--- src/adccc_pkg.sv ---
// Purpose: shared constants and types for the converter control block
// Assumes: 25 MHz system clock, 1.024 MHz internal oscillator emulated
// Notes:   byte offsets of 32-bit words on the register bus
package adccc_pkg;
    // clock rates
    localparam int unsigned SYS_CLK_HZ      = 25_000_000;
    localparam int unsigned OSC_HZ          = 1_024_000;
    localparam int unsigned MOD_DIV         = 4;
    // register byte offsets
    localparam logic [4:0]  OFS_CONFIG      = 5'h00;
    localparam logic [4:0]  OFS_COMMAND     = 5'h04;
    localparam logic [4:0]  OFS_STATUS      = 5'h08;
    localparam logic [4:0]  OFS_RESULT      = 5'h0C;
    localparam logic [4:0]  OFS_HOST_DATA   = 5'h10;
    // config field positions
    localparam int          CFG_MUX_LSB     = 5;
    localparam int          CFG_GAIN_BIT    = 4;
    localparam int          CFG_RATE_LSB    = 2;
    localparam int          CFG_MODE_BIT    = 1;
    localparam int          CFG_VREF_BIT    = 0;
    localparam logic [7:0]  CFG_RESET       = 8'h00;
    // input-select codes that ground the negative input
    localparam logic [2:0]  MUX_SE_LO       = 3'h3;
    localparam logic [2:0]  MUX_SE_HI       = 3'h6;
    // command codes
    localparam logic [7:0]  CMD_RESET       = 8'h06;
    localparam logic [7:0]  CMD_START       = 8'h08;
    localparam logic [7:0]  CMD_POWERDOWN   = 8'h02;
    localparam logic [7:0]  CMD_READ_DATA   = 8'h10;
    localparam logic [7:0]  CMD_READ_CONFIG = 8'h20;
    localparam logic [7:0]  CMD_WRITE_CONFIG= 8'h40;
    // start delay in oscillator half periods, conversion periods in oscillator periods
    localparam int unsigned START_HALF      = 57;
    localparam int unsigned PERIOD_20       = 51192;
    localparam int unsigned PERIOD_90       = 11532;
    localparam int unsigned PERIOD_330      = 3116;
    localparam int unsigned PERIOD_1000     = 1036;
    // result scaling shift per rate
    localparam int unsigned SHIFT_20        = 9;
    localparam int unsigned SHIFT_90        = 11;
    localparam int unsigned SHIFT_330       = 13;
    localparam int unsigned SHIFT_1000      = 15;
    localparam logic [23:0] RESULT_RESET    = 24'h000000;

    typedef enum logic [1:0] {
        ADCCC_IDLE,
        ADCCC_START_WAIT,
        ADCCC_CONVERT
    } adccc_state_t;

    typedef struct packed {
        logic [2:0] input_select;
        logic       gain_four;
        logic [1:0] rate;
        logic       conversion_mode_select;
        logic       ref_external;
    } adccc_cfg_t;

    typedef struct packed {
        adccc_cfg_t   cfg;
        adccc_state_t state;
        logic [25:0]  phase;
        logic [2:0]   half_cnt;
        logic [16:0]  timer;
        logic [17:0]  acc;
        logic [23:0]  result;
        logic         data_ready;
        logic [23:0]  host_data;
        logic         stop_req;
        logic         waitrequest;
        logic [31:0]  readdata;
        logic         mod_clk;
        logic         sample_strobe;
    } adccc_regs_t;
endpackage

--- src/adccc_top.sv ---
// Purpose: conversion control of a 24-bit delta-sigma converter
// Assumes: modulator bitstream arrives synchronous to sys_clk
// Notes:   register access over Avalon-MM, one wait cycle per access
//          result scaling and sign clamp sit in one function
//
// Contract
// - all configuration sits in one register; six host commands are accepted.
// - single-shot does one conversion, buffers result, then returns idle.
// - continuous mode starts the next conversion right after one completes.
// - result buffer always readable, holds latest result, updated atomically.
// - three-bit input select picks positive and negative converter inputs.
// - select codes 011 to 110 tie negative input to analog ground.
// - one gain bit selects gain 1 or gain 4.
// - full scale is reference over gain; code step fixed per gain.
// - ground-referenced single-ended inputs yield only non-negative codes.
// - reference bit picks internal or external reference; internal after reset.
// - modulator clock is the 1.024 MHz oscillator divided by four.
// - filter adapts to data rate and settles within one conversion.
// - data rate and conversion time scale with oscillator frequency.
// - each conversion yields a 24-bit code proportional to input.
// - first conversion begins 28.5 oscillator periods after begin command.
// - periods 51192, 11532, 3116, 1036 oscillator periods per rate setting.
// - configuration write during a conversion aborts and restarts it.
//
// Implementation choices: register access over Avalon-MM and the placing of the registers.
`timescale 1ns/10ps
module adccc_top
    import adccc_pkg::*;
#(
    parameter int unsigned P_OSC_HZ     = OSC_HZ,
    parameter int unsigned P_PERIOD_20  = PERIOD_20,
    parameter int unsigned P_PERIOD_90  = PERIOD_90,
    parameter int unsigned P_PERIOD_330 = PERIOD_330,
    parameter int unsigned P_PERIOD_1000= PERIOD_1000
) (
    // clock and reset
    input  wire logic        sys_clk,
    input  wire logic        rst_n,

    // avalon-mm slave
    input  wire logic [4:0]  avs_address,
    input  wire logic        avs_read,
    input  wire logic        avs_write,
    input  wire logic [31:0] avs_writedata,
    output logic      [31:0] avs_readdata,
    output logic             avs_waitrequest,

    // modulator side
    input  wire logic        modulator_bit,
    output logic             modulator_clock,
    output logic             modulator_sample,

    // analog front end controls
    output logic [2:0]       input_select,
    output logic             negative_to_analog_ground,
    output logic             gain_four,
    output logic             reference_external,
    output logic             converter_active,

    // status
    output logic             data_ready
);

    // phase step is two per oscillator period
    localparam logic [25:0] PHASE_STEP = 26'(2 * P_OSC_HZ);
    localparam logic [25:0] PHASE_WRAP = 26'(SYS_CLK_HZ);

    // registered state and its next value
    adccc_regs_t st;
    adccc_regs_t next_st;

    // rate-dependent conversion length in oscillator half periods
    function automatic logic [16:0] period_half(input logic [1:0] rate);
        // counts are doubled: the timer runs on half ticks
        case (rate)
            2'h0:    period_half = 17'(2 * P_PERIOD_20);
            2'h1:    period_half = 17'(2 * P_PERIOD_90);
            2'h2:    period_half = 17'(2 * P_PERIOD_330);
            default: period_half = 17'(2 * P_PERIOD_1000);
        endcase
    endfunction

    // boxcar scaling so every rate reaches near full 24-bit scale
    function automatic logic [23:0] scale_result(input logic [17:0] acc,
                                                 input adccc_cfg_t  cfg);
        logic signed [41:0] wide;
        logic        [5:0]  sh;
        logic               se;
        // widen first so the shift cannot overflow
        wide = 42'(signed'(acc));
        sh   = 6'(SHIFT_1000);
        se   = 1'b0;
        case (cfg.rate)
            2'h0:    sh = 6'(SHIFT_20);
            2'h1:    sh = 6'(SHIFT_90);
            2'h2:    sh = 6'(SHIFT_330);
            default: sh = 6'(SHIFT_1000);
        endcase

        // longer conversions collect more samples, so they shift less
        wide = wide <<< sh;

        // grounded negative input cannot give a negative code
        se = (cfg.input_select >= MUX_SE_LO) && (cfg.input_select <= MUX_SE_HI);
        if (se && wide < 0) begin
            wide = '0;
        end

        // saturate to the signed 24-bit range
        if (wide > 42'sh7FFFFF) begin
            scale_result = 24'h7FFFFF;
        end else if (wide < -42'sh800000) begin
            scale_result = 24'h800000;
        end else begin
            scale_result = wide[23:0];
        end
    endfunction

    // bus and oscillator helpers
    logic        bus_req;
    logic        bus_done;
    logic        osc_half_tick;
    logic [25:0] phase_sum;

    // one wait cycle: request seen with waitrequest high, done next edge
    assign bus_req  = avs_read | avs_write;
    assign bus_done = bus_req & ~st.waitrequest;

    // fractional divider gives the oscillator half-period tick
    assign phase_sum     = st.phase + PHASE_STEP;
    assign osc_half_tick = (phase_sum >= PHASE_WRAP);
    // limitation: ticks jitter by one system clock

    // next-state logic for the whole block
    always_comb begin
        logic        start_cmd;
        logic        cfg_write;
        logic        do_reset;
        logic        mod_tick;
        logic [7:0]  cmd;
        start_cmd = 1'b0;
        cfg_write = 1'b0;
        do_reset  = 1'b0;
        mod_tick  = 1'b0;

        cmd       = avs_writedata[7:0];
        next_st   = st;

        // bus handshake and read data
        // waitrequest drops for exactly one cycle per access
        next_st.waitrequest = ~(bus_req & st.waitrequest);
        if (bus_req && st.waitrequest && avs_read) begin
            case (avs_address)
                OFS_CONFIG:    next_st.readdata = {24'h000000, st.cfg};
                OFS_STATUS:    next_st.readdata = {28'h0000000, st.stop_req,
                                                   st.data_ready, st.state};
                OFS_RESULT:    next_st.readdata = {8'h00, st.result};
                OFS_HOST_DATA: next_st.readdata = {8'h00, st.host_data};
                default:       next_st.readdata = 32'h00000000;
            endcase
        end

        // oscillator phase and modulator clock division
        // four half ticks per modulator clock edge, eight per period
        next_st.phase         = osc_half_tick ? phase_sum - PHASE_WRAP : phase_sum;
        next_st.sample_strobe = 1'b0;
        if (osc_half_tick) begin
            next_st.half_cnt = st.half_cnt + 3'h1;
            if (st.half_cnt[1:0] == 2'h3) begin
                next_st.mod_clk = ~st.mod_clk;
            end
            mod_tick = (st.half_cnt == 3'h7);
        end

        // writes take effect at the completing edge
        // reads have no side effect; commands act once per access
        if (bus_done && avs_write) begin
            case (avs_address)
                OFS_CONFIG: begin
                    next_st.cfg = adccc_cfg_t'(avs_writedata[7:0]);
                    cfg_write   = 1'b1;
                end
                OFS_COMMAND: begin
                    // unknown codes are ignored
                    case (cmd)
                        CMD_RESET:     do_reset  = 1'b1;
                        CMD_START:     start_cmd = 1'b1;
                        CMD_POWERDOWN: next_st.stop_req = (st.state != ADCCC_IDLE);
                        CMD_READ_DATA: begin
                            next_st.host_data = st.result;
                            next_st.data_ready = 1'b0;
                        end
                        CMD_READ_CONFIG:  next_st.host_data = {16'h0000, st.cfg};
                        CMD_WRITE_CONFIG: begin
                            next_st.cfg = adccc_cfg_t'(avs_writedata[15:8]);
                            cfg_write   = 1'b1;
                        end
                        default: ;
                    endcase
                end
                default: ;
            endcase
        end

        // configuration write while busy acts as a fresh begin command
        if (cfg_write && st.state != ADCCC_IDLE) begin
            start_cmd = 1'b1;
        end

        // conversion sequencer
        // idle, start delay, then convert
        case (st.state)
            // nothing to do until a begin command
            ADCCC_IDLE: begin
                next_st.stop_req = 1'b0;
            end

            // 57 half ticks, then load the conversion length
            ADCCC_START_WAIT: begin
                if (osc_half_tick) begin
                    if (st.timer == 17'h00001) begin
                        next_st.state = ADCCC_CONVERT;
                        next_st.timer = period_half(st.cfg.rate);
                        next_st.acc   = '0;
                    end else begin
                        next_st.timer = st.timer - 17'h00001;
                    end
                end
            end

            ADCCC_CONVERT: begin
                // one modulator bit per modulator period
                if (mod_tick) begin
                    next_st.sample_strobe = 1'b1;
                    next_st.acc = modulator_bit ? st.acc + 18'h00001
                                                : st.acc - 18'h00001;
                end
                if (osc_half_tick) begin
                    if (st.timer == 17'h00001) begin
                        // whole 24-bit word replaced in one edge
                        next_st.result     = scale_result(next_st.acc, st.cfg);
                        next_st.data_ready = 1'b1;
                        next_st.acc        = '0;
                        // continuous reloads unless powerdown is pending
                        if (st.cfg.conversion_mode_select && !st.stop_req) begin
                            next_st.timer = period_half(st.cfg.rate);
                        end else begin
                            next_st.state    = ADCCC_IDLE;
                            next_st.stop_req = 1'b0;
                        end
                    end else begin
                        next_st.timer = st.timer - 17'h00001;
                    end
                end
            end

            default: begin
                next_st.state = ADCCC_IDLE;
            end
        endcase

        // begin command restarts the sequence from the start delay
        // applied late so it beats a completion in the same cycle
        if (start_cmd) begin
            next_st.state    = ADCCC_START_WAIT;
            next_st.timer    = 17'(START_HALF);
            next_st.acc      = '0;
            next_st.stop_req = 1'b0;
        end

        // command reset returns every control field to its default
        // placed after the start so a reset always wins
        if (do_reset) begin
            next_st.cfg        = adccc_cfg_t'(CFG_RESET);
            next_st.state      = ADCCC_IDLE;
            next_st.timer      = '0;
            next_st.acc        = '0;
            next_st.result     = RESULT_RESET;
            next_st.data_ready = 1'b0;
            next_st.host_data  = RESULT_RESET;
            next_st.stop_req   = 1'b0;
        end
    end

    // single state register; reset is synchronous
    // bus and phase fields return to idle too
    always_ff @(posedge sys_clk) begin
        if (!rst_n) begin
            st.cfg           <= adccc_cfg_t'(CFG_RESET);
            st.state         <= ADCCC_IDLE;
            st.phase         <= '0;
            st.half_cnt      <= '0;
            st.timer         <= '0;
            st.acc           <= '0;
            st.result        <= RESULT_RESET;
            st.data_ready    <= 1'b0;
            st.host_data     <= RESULT_RESET;
            st.stop_req      <= 1'b0;
            // bus idles with waitrequest high
            st.waitrequest   <= 1'b1;
            st.readdata      <= 32'h00000000;
            st.mod_clk       <= 1'b0;
            st.sample_strobe <= 1'b0;
        end else begin
            st <= next_st;
        end
    end

    // front end controls come straight from the configuration flops
    // bus outputs are registered fields of the state
    assign input_select              = st.cfg.input_select;
    assign gain_four                 = st.cfg.gain_four;
    assign reference_external        = st.cfg.ref_external;
    assign avs_readdata              = st.readdata;
    assign avs_waitrequest           = st.waitrequest;
    assign modulator_clock           = st.mod_clk;
    assign modulator_sample          = st.sample_strobe;
    assign data_ready                = st.data_ready;

    // grounding flag registered so the pin has no decode glitch
    // computed from next_st so it changes with the select pins
    logic neg_gnd;
    always_ff @(posedge sys_clk) begin
        if (!rst_n) begin
            neg_gnd <= 1'b0;
        end else begin
            neg_gnd <= (next_st.cfg.input_select >= MUX_SE_LO) &&
                       (next_st.cfg.input_select <= MUX_SE_HI);
        end
    end
    assign negative_to_analog_ground = neg_gnd;

    // busy flag registered so the pin comes straight from a flop
    logic busy_flag;
    always_ff @(posedge sys_clk) begin
        if (!rst_n) begin
            busy_flag <= 1'b0;
        end else begin
            busy_flag <= (next_st.state != ADCCC_IDLE);
        end
    end
    assign converter_active = busy_flag;

endmodule

--- config.mk ---
export PLATFORM = sky130hd
export DESIGN_NAME = adccc_top
export DESIGN_NICKNAME = d
export VERILOG_FILES = /design/src/adccc_pkg.sv /design/src/adccc_top.sv
export SDC_FILE = /design/constraint.sdc
export NUM_CORES = 1
export LEC_CHECK = 0
export BUFFER_PORTS_ARGS = -buffer_cell sky130_fd_sc_hd__buf_2
export CORE_MARGIN = 8
export CORE_UTILIZATION = 60
export CTS_CLUSTER_SIZE = 16
export DETAILED_ROUTE_END_ITERATION = 6
export PLACE_DENSITY = 0.86
export REMOVE_ABC_BUFFERS = 1
export SLEW_MARGIN = 15
export SYNTH_ARGS = -nofsm -noshare
export SYNTH_HDL_FRONTEND = slang
export SYNTH_SLANG_ARGS = --single-unit
--- constraint.sdc ---
create_clock -name sys_clk -period 5.21 [get_ports sys_clk]
set_clock_uncertainty 0.05 [all_clocks]
set_input_delay 1.042 -clock sys_clk [delete_from_list [all_inputs] [get_ports sys_clk]]
set_output_delay 1.042 -clock sys_clk [all_outputs]
set_load 0.01 [all_outputs]
==> results of run 1 <==
[metrics by stage]
| step | power (µW) | instance area (µm²) | util (%) | worst slack (ps) |
|---|---|---|---|---|
| 2_1_floorplan | 1345 | 8384 | - | 268.8 |
| 3_3_place_gp | 1417 | 9086 | 62.52 | 224.6 |
| 3_5_place_dp | 1425 | 9086 | 62.52 | 122.4 |
| 4_1_cts | 2572 | 9657 | 66.44 | 541.2 |
| 5_1_grt | 2653 | 9657 | 66.44 | 173.3 |
| 6_report | 2569 | 9657 | 66.44 | 473.2 |
[worst paths after layout]
kind / depth (start not counted) / slack, ps / to
setup / recovery: 14 / 470 / st[80]
hold / removal: 1 / 420 / avs_waitrequest
setup reg to reg: 13 / 810 / st[80]
hold reg to reg: 1 / 420 / avs_waitrequest
[cell families (layout without fill, tap and decap cells)]
family	after synthesis	count (layout)	synth area share, %
AO/OA/AOI/OAI	350	350	25.80
flip-flops	139	139	31.29
adder cells (fa/ha/maj)	29	29	4.164
other	1	8	0.04217
multiplexers	18	18	2.138
AND/OR/NAND/NOR	449	449	24.87
buffers and inverters	126	137	7.076
XOR/XNOR	46	46	4.615
[placed cells by master, fill, tap and decap left out, drive strengths merged, types with 28 or more instances in the layout]
| master | netlist | final |
|---|---|---|
| dfxtp | 139 | 139 |
| a21oi | 107 | 107 |
| a22oi | 58 | 58 |
| inv | 25 | 32 |
| ha | 28 | 28 |
| and2 | 38 | 38 |
| nor3 | 29 | 29 |
| nand3 | 29 | 29 |
| o21ai | 63 | 63 |
| xnor2 | 31 | 31 |
| nor2 | 132 | 132 |
| buf | 43 | 80 |
| nand2 | 118 | 118 |
[cells in the mapped netlist (all sizes together), types with 6 or more instances]
cell / n / area [µm²]
inv: 25 / 93.84
mux2i: 13 / 130.1
o31ai: 7 / 62.56
ha: 28 / 350.3
nor2: 132 / 495.5
nand2: 118 / 442.9
a22o: 9 / 78.83
nand3: 29 / 145.1
nor2b: 19 / 118.9
a21oi: 107 / 539.3
a21o: 8 / 60.06
a211oi: 14 / 110.1
dfxtp: 139 / 2783
nand2b: 13 / 81.33
a22oi: 58 / 440.4
a31oi: 10 / 62.56
a311oi: 9 / 78.83
nor3: 29 / 150.1
xnor2: 31 / 279.0
xor2: 15 / 131.4
or3: 16 / 100.1
o22ai: 9 / 56.30
and2: 38 / 240.2
o211ai: 8 / 60.06
o21ai: 63 / 315.3
and3: 10 / 62.56
clkbuf: 58 / 217.7
or4: 10 / 82.58
or2: 6 / 37.54
buf: 43 / 317.8
[flip-flops by register name, summed over array words and instances (netlist names)]
name,count
st,104
avs_readdata,24
input_select,3
avs_waitrequest,1
converter_active,1
data_ready,1
gain_four,1
modulator_clock,1
modulator_sample,1
negative_to_analog_ground,1
reference_external,1
[final cells by class]
type / instances / area [µm²]
flip-flops and latches: 139 / 2783
multi-input cells: 900 / 5529
well taps: 184 / 230.2
clock buffers: 18 / 439.2
fillers: 1144 / 4877
repair buffers: 80 / 450.4
inverters: 25 / 93.84
clock inverters: 14 / 131.4
[power by group]
group	switching, µW	internal [µW]
registers	37.5	1080
logic	176	115
clock network	520	639
total	733	1840
[routing by layer]
layer  track usage [%]  up-vias  wire, µm
met2             37.98      377     10600
met3             3.902       46      1804
met1             32.10     4045      9833
met5                 0        -         0
met4             8.896        0       498
li1                  -     4151         -
[worst max-delay path: stages]
cell and delay [ps]:
buf_2 120, inv_1 240, ha_1 340, a21oi_1 210
a21boi_0 290, o21bai_1 220, o21ba_2 280, mux2i_1 480
a21oi_1 140, a221o_1 350, o22a_1 210, o31a_1 370
or4_1 590, a21oi_1 160
==> results.ini, run 1 <==
[timing]
fmax_mhz=211.1
worst_pin_slew_ps=1033
post-route-min-period_ps=4737
drv_slew=0
whs_ps=416.5
finalSetupViolCount=0
fin_crit_sh_pct=90.92
slew_headroom_pct=30.62
finalHoldViolCount=0
tns_ps=0
rsz0062_at_grt=no

[clock_tree]
numCtsBuffers=17
ctsHtreeMaxLevel=4
cts_buffer_depth=2
cts_root_buf=clkbuf_16
post_cts_buffers=0
cts_resized=0
cts_tree=built
cts.clk_slew.worst_paths_ps=70
cts.sinks=139
clock_latency_ps=440
hold_buffers=0

[routing]
drtIter0Drc=917
ant_nets=0
drt-total-wl_um=22730
drtPass1Iterations=6
via_per_inst=6.338
vias=8619
drc=0
wl_per_cell_um=16.72

[worst_setup_path]
required_ps=5520
reg2reg_from=st[137]
critPathKind=input pin to flip-flop
critPathLaunch=modulator_bit
start_kind=input pin
critPathArrivalTime_ps=5050
end_kind=flip-flop
critical_path.max_fanout=14

[finish]
n_antenna_cell=0
finalNonFillerCells=1360
drive_above_1_share_pct=11.99
nets=1234
syn_to_final_growth_pct=8.582

[placed_design]
dp_cells=1328
io_buffers=60
routabilityCongestion=0.8953
place_hpwl_um=15940

[die]
initial_utilization_pct=61.19
die_area_mm2=0.01897
fp.dieW_um=137.7
die_h_um=137.7
boundaryPins=85
core_mm2=0.01453
row_count=44

[grt]
antenna_found_initial=0
grtUsageTotal_pct=23.97
grt_overflow=0
grt_pass1_vias=7904
grt_first_pass_wirelength_um=37570
grt_max_degree=53

[flow_run]
drv_cap=0

[worst_hold_path]
holdCritStartpoint=avs_waitrequest
hp-class=flip-flop to flip-flop

[yosys]
synth_warnings=0
yosys_register_bits=139
async_reset_ff_share_pct=0
synth.avg_cell_area_um2=7.680
syn_inst=1158
yosysSeqAreaShare_pct=31.29
synthDistinctLibCells=82
synth_edf_count=0
ys.flop_type=dfxtp_1
synth_area_mm2=0.008894

[power]
powerDensity_mw_per_mm2=266.0
leakage_uw=0.003675
vdd_ir_drop_max_mv=0.2456

[run_status]
outcome=complete, no violations

(Power assumes the default switching activity.)
==> run 2, diff against run 1 <==
--- a/config.mk
+++ b/config.mk
@@ -10,9 +10,10 @@
 export CORE_UTILIZATION = 60
 export CTS_CLUSTER_SIZE = 16
 export DETAILED_ROUTE_END_ITERATION = 6
-export PLACE_DENSITY = 0.86
+export PLACE_DENSITY = 0.84
 export REMOVE_ABC_BUFFERS = 1
 export SLEW_MARGIN = 15
 export SYNTH_ARGS = -nofsm -noshare
 export SYNTH_HDL_FRONTEND = slang
 export SYNTH_SLANG_ARGS = --single-unit
+export TNS_END_PERCENT = 30
==> results.ini, run 2 (synthesized netlist as in run 1, its figures left out) <==
[run_status]
outcome=complete, no violations

[die]
core_mm2=0.01453
die_area_mm2=0.01897
boundaryPins=85
row_count=44
die_h_um=137.7
initial_utilization_pct=61.19
fp.dieW_um=137.7

[grt]
grt_pass1_vias=7578
grt_first_pass_wirelength_um=36780
grt_max_degree=52
grt_overflow=0
grtUsageTotal_pct=23.61
antenna_found_initial=0

[power]
powerDensity_mw_per_mm2=271.2
leakage_uw=0.003675
p_int_uw=1870
sequentialPowerShare_pct=42.9
net-switching-power_uw=746.2
power.share.switching_pct=28.52
combPwrFrac_pct=11.2
vdd_ir_drop_max_mv=0.2720
clkPwrFrac_pct=45.9

[finish]
largest_register_ffs=104
syn_to_final_growth_pct=8.497
nets=1231
final_util_pct=66.39
n_antenna_cell=0
final_common_cell=dfxtp_1
finalNonFillerCells=1357
final_cell_mix=139 x dfxtp_1, 132 x nor2_1, 118 x nand2_1
multi_input_area_mm2=0.005537
register_area_mm2=0.002783
fillerInstances=1198
fin_area_mm2=0.009649
drive_above_1_share_pct=11.76
regMostFlops=st

[placed_design]
dp_cells=1325
place_hpwl_um=16110
placed_cell_area_mm2=0.009071
routabilityCongestion=0.9224
io_buffers=60

[timing]
finalHoldViolCount=0
slew_headroom_pct=33.34
rsz0062_at_grt=no
drv_slew=0
post-route-min-period_ps=4804
tns_ps=0
fmax_mhz=208.2
fin_crit_sh_pct=92.21
finalSetupViolCount=0
worst_pin_slew_ps=996.2

[clock_tree]
post_cts_buffers=0
cts_root_buf=clkbuf_16
cts_buffer_depth=2
cts.sinks=139
cts.clk_slew.worst_paths_ps=70
hold_buffers=0
numCtsBuffers=17
cts_resized=0
ctsHtreeMaxLevel=4
clock_latency_ps=430
cts_tree=built

[flow_run]
drv_cap=0

[worst_setup_path]
required_ps=5520
end_kind=flip-flop
critical_path.max_fanout=14
critPathArrivalTime_ps=5110
start_kind=input pin
critPathKind=input pin to flip-flop
cp_cell_sequence=buf_2 -> inv_1 -> buf_4 -> ha_1 -> nand4_1 -> or3_1 -> a21o_1 -> a211oi_1 -> xor2_1 -> o221ai_1 -> a22oi_2 -> o2111ai_1 -> o31a_1 -> or4b_1 -> a21oi_1
slowest_stage=or4b_1
cp_slowest_stage_delay_ps=550

[routing]
drc=0
wl_per_cell_um=16.65
drtPass1Iterations=6
vias=8598
via_per_inst=6.336
drtIter0Drc=859
drt-total-wl_um=22600
ant_nets=0

[worst_hold_path]
hp-class=flip-flop to flip-flop

[run 2: worst paths after layout]
path                        start              end  slack (ps)  depth (start not counted)
hold reg to reg   avs_waitrequest  avs_waitrequest         410                          1
hold / removal    avs_waitrequest  avs_waitrequest         410                          1
setup / recovery    modulator_bit           st[81]         410                         15
setup reg to reg          st[137]           st[81]         770                         12
[run 2: power groups by stage]
stage	Combinational, µW	Sequential (µW)	Clock [µW]
finish	293	1120	1200
global route	325	1120	1260
CTS	291	1120	1210
detailed placement	289	1140	0
global placement	279	1140	0
floorplan	211	1130	0
[run 2: final cells by class]
cell class	instances	area share (%)
tap	184	2.386
multi-input combinational	900	57.38
clock buffer	17	4.409
timing repair buffer	77	4.435
clock inverter	15	1.582
inverter	25	0.9725
sequential	139	28.84
[run 2: metal layers]
layer | wire length, µm | vias up | GRT usage, %
met5 | 0 | - | 0
met4 | 364 | 0 | 7.582
met3 | 1596 | 37 | 3.428
met2 | 10540 | 340 | 36.96
met1 | 10100 | 4088 | 32.66
li1 | - | 4133 | -
[run 2: worst max-delay path, delay by kind of cell]
kind,cells,cell delay [ps]
simple gates,3,1210
fa+ha+maj,1,410
compound gates,7,1660
xor+xnor,1,270
buf+inv,3,510
[run 2: stage by stage]
stage / power (µW) / setup slack (ps) / hold slack [ps]
after floorplan: 1345 / 268.8 / 395.0
after global placement: 1420 / 141.8 / 403.3
after detailed placement: 1433 / 75.95 / 399.8
after CTS: 2618 / 489.8 / 414.8
after global routing: 2711 / 212.4 / 447.6
final: 2617 / 406.1 / 414.3
